### src/rtl/cache_lock_defs.svh
// Constants for the cache lock/unlock command interpreter
`ifndef CACHE_LOCK_DEFS_SVH
`define CACHE_LOCK_DEFS_SVH
`define CLK_OPCODE        8'h36
`define CLK_CDB_BYTES     4'ha
`define CLK_IDX_FLAGS     4'h1
`define CLK_IDX_LBA0      4'h2
`define CLK_IDX_LBA3      4'h5
`define CLK_IDX_CNT0      4'h7
`define CLK_IDX_CNT1      4'h8
`define CLK_IDX_CTRL      4'h9
`define CLK_BIT_RELADR    0
`define CLK_BIT_LOCK      1
`define CLK_ST_GOOD       8'h00
`define CLK_ST_CHECK      8'h02
`endif

### src/rtl/cache_lock_pkg.sv
// Types for the cache lock/unlock command interpreter
package cache_lock_pkg;
  typedef struct packed {
    logic [7:0] byte_val;
    logic       first;
  } cdb_byte_t;

  typedef struct packed {
    logic [7:0] status;
    logic       done;
  } cmd_result_t;

  typedef enum logic [2:0] {
    ST_IDLE,
    ST_RECV,
    ST_CHECK,
    ST_SCAN,
    ST_DONE
  } phase_t;
endpackage

### src/rtl/cache_lock_unlock_cmd.sv
// Cache lock/unlock (10) command interpreter with per-initiator lock tracking
`timescale 1ns/1ns
`include "cache_lock_defs.svh"

module cache_lock_unlock_cmd
  import cache_lock_pkg::*;
#(
  parameter int LINES     = 8,
  parameter int INITS     = 16,
  parameter int INIT_W    = 4,
  parameter int LINE_W    = 3
) (
  input  wire logic                     clk_sys_in,
  input  wire logic                     rst_in,
  input  wire cdb_byte_t                cdb_in,
  input  wire logic                     cdb_valid_in,
  input  wire logic [INIT_W-1:0]        initiator_in,
  input  wire logic                     linked_in,
  input  wire logic                     link_first_in,
  input  wire logic                     block_access_in,
  input  wire logic [31:0]              access_lba_in,
  input  wire logic [31:0]              last_lba_in,
  input  wire logic [LINES-1:0]         line_valid_in,
  input  wire logic [LINES-1:0][31:0]   line_lba_in,
  input  wire logic [LINES-1:0]         line_dirty_in,
  input  wire logic [LINES-1:0]         victim_req_in,
  output logic                          cmd_ready_out,
  output cmd_result_t                   result_out,
  output logic                          not_mine_out,
  output logic [LINES-1:0]              line_locked_out,
  output logic [LINES-1:0]              evict_allow_out,
  output logic [LINES-1:0]              writeback_keep_out
);

  typedef struct packed {
    phase_t                         phase;
    logic [3:0]                     idx;
    logic [7:0]                     opcode;
    logic                           lock;
    logic                           reladr;
    logic [31:0]                    lba;
    logic [15:0]                    count;
    logic [INIT_W-1:0]              init;
    logic [LINE_W:0]                line;
    logic [31:0]                    last_lba;
    logic                           last_ok;
    logic [LINES-1:0][INITS-1:0]    owner;
    cmd_result_t                    result;
    logic                           not_mine;
  } state_t;

  state_t s_reg;
  state_t s_next;

  // Range membership of one cached block address
  function automatic logic in_range(input logic [31:0] a, input logic [31:0] start,
                                    input logic [15:0] cnt);
    logic [32:0] top;
    top = {1'b0, start} + {17'h00000, cnt};
    if (cnt == 16'h0000)
      in_range = (a >= start);
    else
      in_range = (a >= start) && ({1'b0, a} < top);
  endfunction

  always_comb begin
    s_next = s_reg;
    s_next.result.done = 1'b0;
    s_next.not_mine = 1'b0;
    // Track last accessed block within the linked group
    if (!linked_in || link_first_in) begin
      s_next.last_ok = 1'b0;
    end
    if (block_access_in && linked_in) begin
      s_next.last_lba = access_lba_in;
      s_next.last_ok = 1'b1;
    end
    // Owners of a line that left the cache drop away
    for (int i = 0; i < LINES; i++) begin
      if (!line_valid_in[i])
        s_next.owner[i] = '0;
    end
    case (s_reg.phase)
      ST_IDLE: begin
        if (cdb_valid_in && cdb_in.first) begin
          s_next.opcode = cdb_in.byte_val;
          s_next.idx = 4'h1;
          s_next.init = initiator_in;
          s_next.phase = ST_RECV;
        end
      end
      ST_RECV: begin
        if (cdb_valid_in) begin
          if (s_reg.idx == `CLK_IDX_FLAGS) begin
            s_next.lock = cdb_in.byte_val[`CLK_BIT_LOCK];
            s_next.reladr = cdb_in.byte_val[`CLK_BIT_RELADR];
          end else if (s_reg.idx >= `CLK_IDX_LBA0 && s_reg.idx <= `CLK_IDX_LBA3) begin
            s_next.lba = {s_reg.lba[23:0], cdb_in.byte_val};
          end else if (s_reg.idx == `CLK_IDX_CNT0 || s_reg.idx == `CLK_IDX_CNT1) begin
            s_next.count = {s_reg.count[7:0], cdb_in.byte_val};
          end
          s_next.idx = s_reg.idx + 4'h1;
          if (s_reg.idx == `CLK_IDX_CTRL)
            s_next.phase = ST_CHECK;
        end
      end
      ST_CHECK: begin
        s_next.line = '0;
        if (s_reg.opcode != `CLK_OPCODE) begin
          s_next.not_mine = 1'b1;
          s_next.phase = ST_IDLE;
        end else if (s_reg.reladr) begin
          if (!linked_in || !s_reg.last_ok) begin
            s_next.result.status = `CLK_ST_CHECK;
            s_next.phase = ST_DONE;
          end else begin
            s_next.lba = s_reg.last_lba + s_reg.lba;
            s_next.phase = ST_SCAN;
          end
        end else begin
          s_next.phase = ST_SCAN;
        end
      end
      ST_SCAN: begin
        if (s_reg.line == LINES[LINE_W:0]) begin
          s_next.result.status = `CLK_ST_GOOD;
          s_next.phase = ST_DONE;
        end else begin
          if (line_valid_in[s_reg.line[LINE_W-1:0]] &&
              in_range(line_lba_in[s_reg.line[LINE_W-1:0]], s_reg.lba, s_reg.count)) begin
            // Only this initiator's ownership bit changes
            s_next.owner[s_reg.line[LINE_W-1:0]][s_reg.init] = s_reg.lock;
          end
          s_next.line = s_reg.line + 1'b1;
        end
      end
      ST_DONE: begin
        s_next.result.done = 1'b1;
        s_next.phase = ST_IDLE;
      end
      default: s_next.phase = ST_IDLE;
    endcase
  end

  always_ff @(posedge clk_sys_in) begin
    if (rst_in)
      s_reg <= '0;
    else
      s_reg <= s_next;
  end

  assign cmd_ready_out = (s_reg.phase == ST_IDLE) || (s_reg.phase == ST_RECV);
  assign result_out = s_reg.result;
  assign not_mine_out = s_reg.not_mine;

  genvar g;
  generate
    for (g = 0; g < LINES; g++) begin : g_line
      assign line_locked_out[g] = |s_reg.owner[g];
      assign evict_allow_out[g] = victim_req_in[g] && !line_locked_out[g];
      assign writeback_keep_out[g] = line_dirty_in[g] && line_locked_out[g];
    end
  endgenerate

endmodule

### config.mk
export PLATFORM = sky130hd
export DESIGN_NAME = cache_lock_unlock_cmd
export DESIGN_NICKNAME = d
export VERILOG_FILES = /design/src/rtl/cache_lock_pkg.sv /design/src/rtl/cache_lock_unlock_cmd.sv
export VERILOG_INCLUDE_DIRS = /design/src /design/src/rtl
export SDC_FILE = /design/constraint.sdc
export NUM_CORES = 1
export LEC_CHECK = 0
export BUFFER_PORTS_ARGS = -buffer_cell sky130_fd_sc_hd__buf_2
export CORE_MARGIN = 2
export CORE_UTILIZATION = 35
export DETAILED_ROUTE_END_ITERATION = 12
export PLACE_DENSITY = 0.55
export SLEW_MARGIN = 0
export SYNTH_ARGS = -nofsm -noshare
export SYNTH_HDL_FRONTEND = slang
export SYNTH_SLANG_ARGS = --single-unit
### constraint.sdc
create_clock -name clk_sys_in -period 5.9 [get_ports clk_sys_in]
set_input_delay 0.295 -clock clk_sys_in [delete_from_list [all_inputs] [get_ports clk_sys_in]]
set_output_delay 0.295 -clock clk_sys_in [all_outputs]
set_load 0.02 [all_outputs]
; Yosys cells after proc, flatten, opt, wreduce, memory -nomap -nowiden
; Cells that the tools add are included.
[word_totals]
inputBits = 363
reg_bits = 244
word_cells = 170
output_inout_bits = 35
[op_classes]
muxes = 52
n_addsub = 4
n_reduce_logical = 60
n_lt_le_gt_ge = 8
n_bitwise = 3
n_eq_ne = 21
[op_table]
columns = operator, n
row1 = 128-bit two-way mux, 3
row2 = 16-bit two-way mux, 11
row3 = 32-bit two-way mux, 5
row4 = 128-bit bitwise mux, 1
row5 = 16-bit OR reduction, 8
row6 = 32-bit binary-select mux with 3-bit select, 1
row7 = 48-bit two-way mux, 2
row8 = 32-bit one-hot mux with 2 select lines, 1
row9 = 16-bit demux with 3-bit select, 1
row10 = 32-bit by 16-bit adder with 33-bit output, 1
row11 = 32-bit by 33-bit < comparator with 1-bit output, 1
row12 = 32-bit adder, 1
row13 = 32-bit >= comparator, 1
row14 = 8-bit two-way mux, 4
row15 = 1-bit logical AND, 23
row16 = 2-bit inequality test (second input constant), 11
row17 = 16-bit logical NOT, 1
row18 = 4-bit one-hot mux with 2 select lines, 2
row19 = 8-bit one-hot mux with 2 select lines, 1
row20 = 15-bit two-way mux, 1
row21 = 3-bit two-way mux, 5
row22 = 4-bit equality test (second input constant), 3
row23 = 3-bit one-hot mux with 4 select lines, 1
row24 = 1-bit logical NOT, 10
row25 = 28 further kinds, 49

; Longest topological paths before layout
[depth]
ltp_word = 11
mapped_depth = 24
depth_no_buf = 22

; Worst setup path after synthesis
; Ideal clock, no wire load.
[synth_path]
kind = reg2reg
start = register s_reg[195] in the netlist's numbering
end = register s_reg[48] in the netlist's numbering
path_slack_ns = 0.955
required_ns = 5.769
synth_period_minus_slack_ns = 4.945
arrival_ns = 4.814
setup_ns = 0.131
n_path_buf = 2
path_stages_with_launch = 24
path_cell_list = dfxtp_1 -> ha_1 -> fa_1 -> a21o_1 -> a21oi_1 -> o21ai_0 -> a21oi_1 -> o21ai_0 -> a31oi_1 -> nor2_1 -> xnor2_1 -> ha_1 -> a21o_1 -> a21o_1 -> a21oi_1 -> o21ai_0 -> a221o_1 -> a21oi_1 -> a2bb2oi_2 -> or4b_1 -> buf_2 -> buf_2 -> o211ai_1 -> o31ai_1
[synth_via]
elab_chain_len = 10
word_cells_on_any_way = 11
classes_between = add/sub (1) / order compare (2) / mux (6) / reduce/logical (2)
[synth_rtl]
columns = element, line
row1 = from (decl), cache_lock_unlock_cmd.sv:52  ; state_t s_reg;
row2 = from (signal assigned), cache_lock_unlock_cmd.sv:149  ; s_reg <= s_next;
row3 = 32-bit by 16-bit adder with 33-bit output, cache_lock_unlock_cmd.sv:59  ; top = {1'b0, start} + {17'h00000, cnt};
row4 = 32-bit by 33-bit < comparator with 1-bit output, cache_lock_unlock_cmd.sv:63  ; in_range = (a >= start) && ({1'b0, a} < top);
row5 = 1-bit logical AND, cache_lock_unlock_cmd.sv:63
row6 = 1-bit two-way mux *, cache_lock_unlock_cmd.sv:60  ; if (cnt == 16'h0000)
row7 = 1-bit two-way mux *, cache_lock_unlock_cmd.sv:125  ; if (s_reg.line == LINES[LINE_W:0]) begin
row8 = 1-bit two-way mux *, cache_lock_unlock_cmd.sv:83  ; case (s_reg.phase)
row9 = 1-bit logical AND *, cache_lock_unlock_cmd.sv:129  ; if (line_valid_in[s_reg.line[LINE_W-1:0]] &&
row10 = 128-bit two-way mux *, cache_lock_unlock_cmd.sv:129
row11 = 128-bit two-way mux *, cache_lock_unlock_cmd.sv:125
row12 = 128-bit two-way mux *, cache_lock_unlock_cmd.sv:83
; Every way passes the cells marked *; elsewhere a longest branch is shown, timed or not. The select of a mux whose other input is x is not followed.
; A chain may end at the register's enable or synchronous reset.

; Worst setup path in the final report
[layout_path]
start = register s_reg[179] in the netlist's numbering
end = register s_reg[41] in the netlist's numbering
; The elaborated chain is that of the path after synthesis.

==> impl_metrics.toml <==
[run_status]
outcome = "completed"

[setup_path]
crit_family = "compound AO/OA/AOI/OAI gates"
critical_path_buf_inv_count = 1
rr_worst_depth = 23
slowest_stage = "or4b_1"
rr_endpoint = "s_reg[41]"
slowest_delay_ns = 0.57
start_kind = "register"
regToRegSetupSlack_ns = 0.42
timing.critical_path.mode_cell = "a21oi_1"
startpoint = "s_reg[179]"
crit_arrival_ns = 5.88
crit_fanout = 32
rr_startpoint = "s_reg[179]"
crit_required_ns = 6.30
end_kind = "register"
critPathKind = "register to register"
path_cells = "ha_1 -> fa_1 -> a21o_1 -> a21oi_2 -> o21ai_0 -> a21oi_1 -> o21ai_0 -> a21oi_1 -> o21ai_1 -> nand3_1 -> xnor2_1 -> ha_1 -> a21o_1 -> a21o_1 -> a21oi_1 -> o21ai_0 -> a221o_1 -> a21oi_1 -> a2bb2oi_2 -> or4b_1 -> buf_4 -> o211ai_1 -> o31ai_1"

[clocking]
cts_inserted_buffers = 27
clkTransAtPathRegs_ns = 0.06
clock-sinks = 237
cts_max_path_buffers = 3
clock_latency_ns = 0.55
cts_tree = "yes"
cts_root_buf = "clkbuf_16"
cts_setup_buffers = 0
h-tree-depth = 1

[place]
routabilityCongestion = 1.01
dp.final_hpwl_um = 42300
io_buffers = 358
dpl_cell_area_um2 = 17500

[drt]
drtPass1Iterations = 6
drt-total-wl_um = 56700
vias = 15700
drtAntennaViolNets = 0
via_per_inst = 5.75
wl_per_cell_um = 20.7
drc = 0
drt_iter0_drc = 1212

[floorplan]
io_pins = 398
rows = 76
initial_core_util_pct = 35.6
fp.dieArea_um2 = 45800
core_area_um2 = 43400
die_w_um = 214
fp.dieH_um = 214

[sta]
clock-skew-final_ns = 0.0150
tightest_slew_ns = 1.29
post-route-min-period_ns = 5.48
rsz0062_at_grt = "no"
finalSetupViolations = 0
slew_headroom_pct = 14.1
hold_viol_final = 0
tns_ns = 0
fmax_ghz = 0.183
min_period_over_period_pct = 92.8
slew_viol_final = 0

[global_routing]
grt_pass1_wl_um = 86700
antenna_found_initial = 3
grt-ovfl-total = 0
grt_pass1_vias = 14900
grt_max_degree = 72
grt_usage_pct = 23.6

[power_and_ir_drop]
p_sw_share_pct = 25.5
power.total_mw = 3.81
p_clk_share_pct = 45.3
p_per_area_nw_per_um2 = 203
vdd_drop_max_uv = 213
power_switching_mw = 0.974
p_int_mw = 2.84
power.leakage_nw = 7.50
p_comb_share_pct = 11.7
seqPwrFrac_pct = 43.0

[synthesis]
synth_ff_type = "dfxtp_1"
ys_types = 68
netlist_instances = 1837
synthTopCellsByArea = "dfxtp_1, ha_1, o211ai_1"
yosys.area.top_type_share_pct = 30.7
ys_seq_area_share_pct = 30.7
async_reset_ff_share_pct = 0
ys_warn_count = 0
synth_top_area_cell = "dfxtp_1"
syn-cell-area_um2 = 15400
synth-edff-count = 0
synth_seq_cells = 237
avgSynthCellArea_um2 = 8.41

[min_path]
hold_depth = 3
hold_class = "input port to register"
hold_path_end = "s_reg[167]"
hold_start = "access_lba_in[28]"

[layout]
fin_nets = 2613
fin_area_um2 = 18800
syn_to_final_growth_pct = 21.5
largest_register_ff_count = 234
nFillCells = 4396
final_util_pct = 43.3
drive_gt1_share_pct = 22.2

[job]
cap_violations = 0
-- power groups by stage --
| stage | registers, mW | clock network, mW | logic (mW) |
|---|---|---|---|
| 4_1_cts | 1.64 | 1.76 | 0.445 |
| 6_report | 1.64 | 1.73 | 0.445 |
| 3_5_place_dp | 1.67 | 0 | 0.425 |
| 3_3_place_gp | 1.67 | 0 | 0.415 |
| 2_1_floorplan | 1.67 | 0 | 0.229 |
| 5_1_grt | 1.64 | 1.81 | 0.493 |
-- synthesized netlist by cell type, drive strengths merged (27+ instances only) --
library cell and instances:
a221oi 27, a21o 40, o31ai 134, a22oi 126, inv 57, o21ai 39
nand4 57, a21oi 112, a211oi 29, buf 50, nand3 30, o211ai 138
ha 117, nand2 149, dfxtp 237, xnor2 37, nor2 84, nor4 41
clkbuf 116
-- how the worst max path moves through the flow --
stage,endpoint,slack [ns],depth (start not counted)
final,s_reg[41],0.42,23
after global routing,s_reg[41],0.06,23
after detailed placement,s_reg[41],0.40,23
after floorplan,s_reg[48],0.95,23
after global placement,s_reg[41],0.43,23
after CTS,s_reg[41],0.38,23
-- per-layer routing --
layer	global-route usage, %	vias to the layer above	wire, um
met1	33.4	7431	26600
met5	0	-	0
li1	-	7657	-
met3	3.13	87	3500
met4	6.60	0	1530
met2	37.6	568	25100
-- cells by family after synthesis --
logic type / synth area share [%]
AO/OA/AOI/OAI: 32.4
XOR/XNOR: 3.06
adder cells (fa/ha/maj): 9.74
buffers and inverters: 6.33
flip-flops: 30.7
multiplexers: 1.93
other: 0.0243
AND/OR/NAND/NOR: 15.8
-- cell usage in the layout, fill, tap and decap left out, types with 27 or more instances in the layout --
master	count
a221oi_1	27
dlygate4sd3_1	34
buf_2	357
xnor2_1	37
dfxtp_1	237
a22oi_1	126
nor4_1	41
inv_1	57
nand3_1	30
buf_4	34
o21ai_0	36
o211ai_1	128
a21oi_1	111
ha_1	117
nand2_1	149
clkbuf_16	27
a21o_1	40
o31ai_1	123
nand4_1	57
a211oi_1	29
nor2_1	77
-- repair_timing --
action / 4_1_cts / 5_1_grt
setup endpoints to repair: 0 / 18
endpoints found under the hold margin: 34 / 0
resized for setup: 0 / 2
hold buffers: 34 / 0
-- worst reg2reg max path, stage by stage (launching register included) --
cell	delay, ns
dfxtp_1	0.36
ha_1	0.25
fa_1	0.42
a21o_1	0.19
a21oi_2	0.19
o21ai_0	0.13
a21oi_1	0.24
o21ai_0	0.19
a21oi_1	0.26
o21ai_1	0.15
nand3_1	0.13
xnor2_1	0.13
ha_1	0.27
a21o_1	0.16
a21o_1	0.18
a21oi_1	0.15
o21ai_0	0.09
a221o_1	0.35
a21oi_1	0.16
a2bb2oi_2	0.13
or4b_1	0.57
buf_4	0.28
o211ai_1	0.22
o31ai_1	0.12
-- stage by stage --
step,worst slack (ns),instances,hold slack (ns)
3_5_place_dp,0.402,2653,0.449
5_1_grt,0.0616,2738,0.0232
4_1_cts,0.384,2736,0.00138
6_report,0.423,2738,0.0241
2_1_floorplan,0.955,1843,0.431
3_3_place_gp,0.433,2653,0.441
-- final cells by class --
| class | count | area, um2 | area share, % |
|---|---|---|---|
| inverters | 58 | 218 | 1.16 |
| multi-input cells | 1382 | 9780 | 52.1 |
| repair buffers | 425 | 2380 | 12.7 |
| clock buffers | 36 | 759 | 4.05 |
| flip-flops and latches | 237 | 4740 | 25.3 |
| clock inverters | 13 | 144 | 0.767 |
| well taps | 585 | 732 | 3.90 |
| diodes | 2 | 5.00 | 0.0267 |
(Power assumes the default switching activity.)
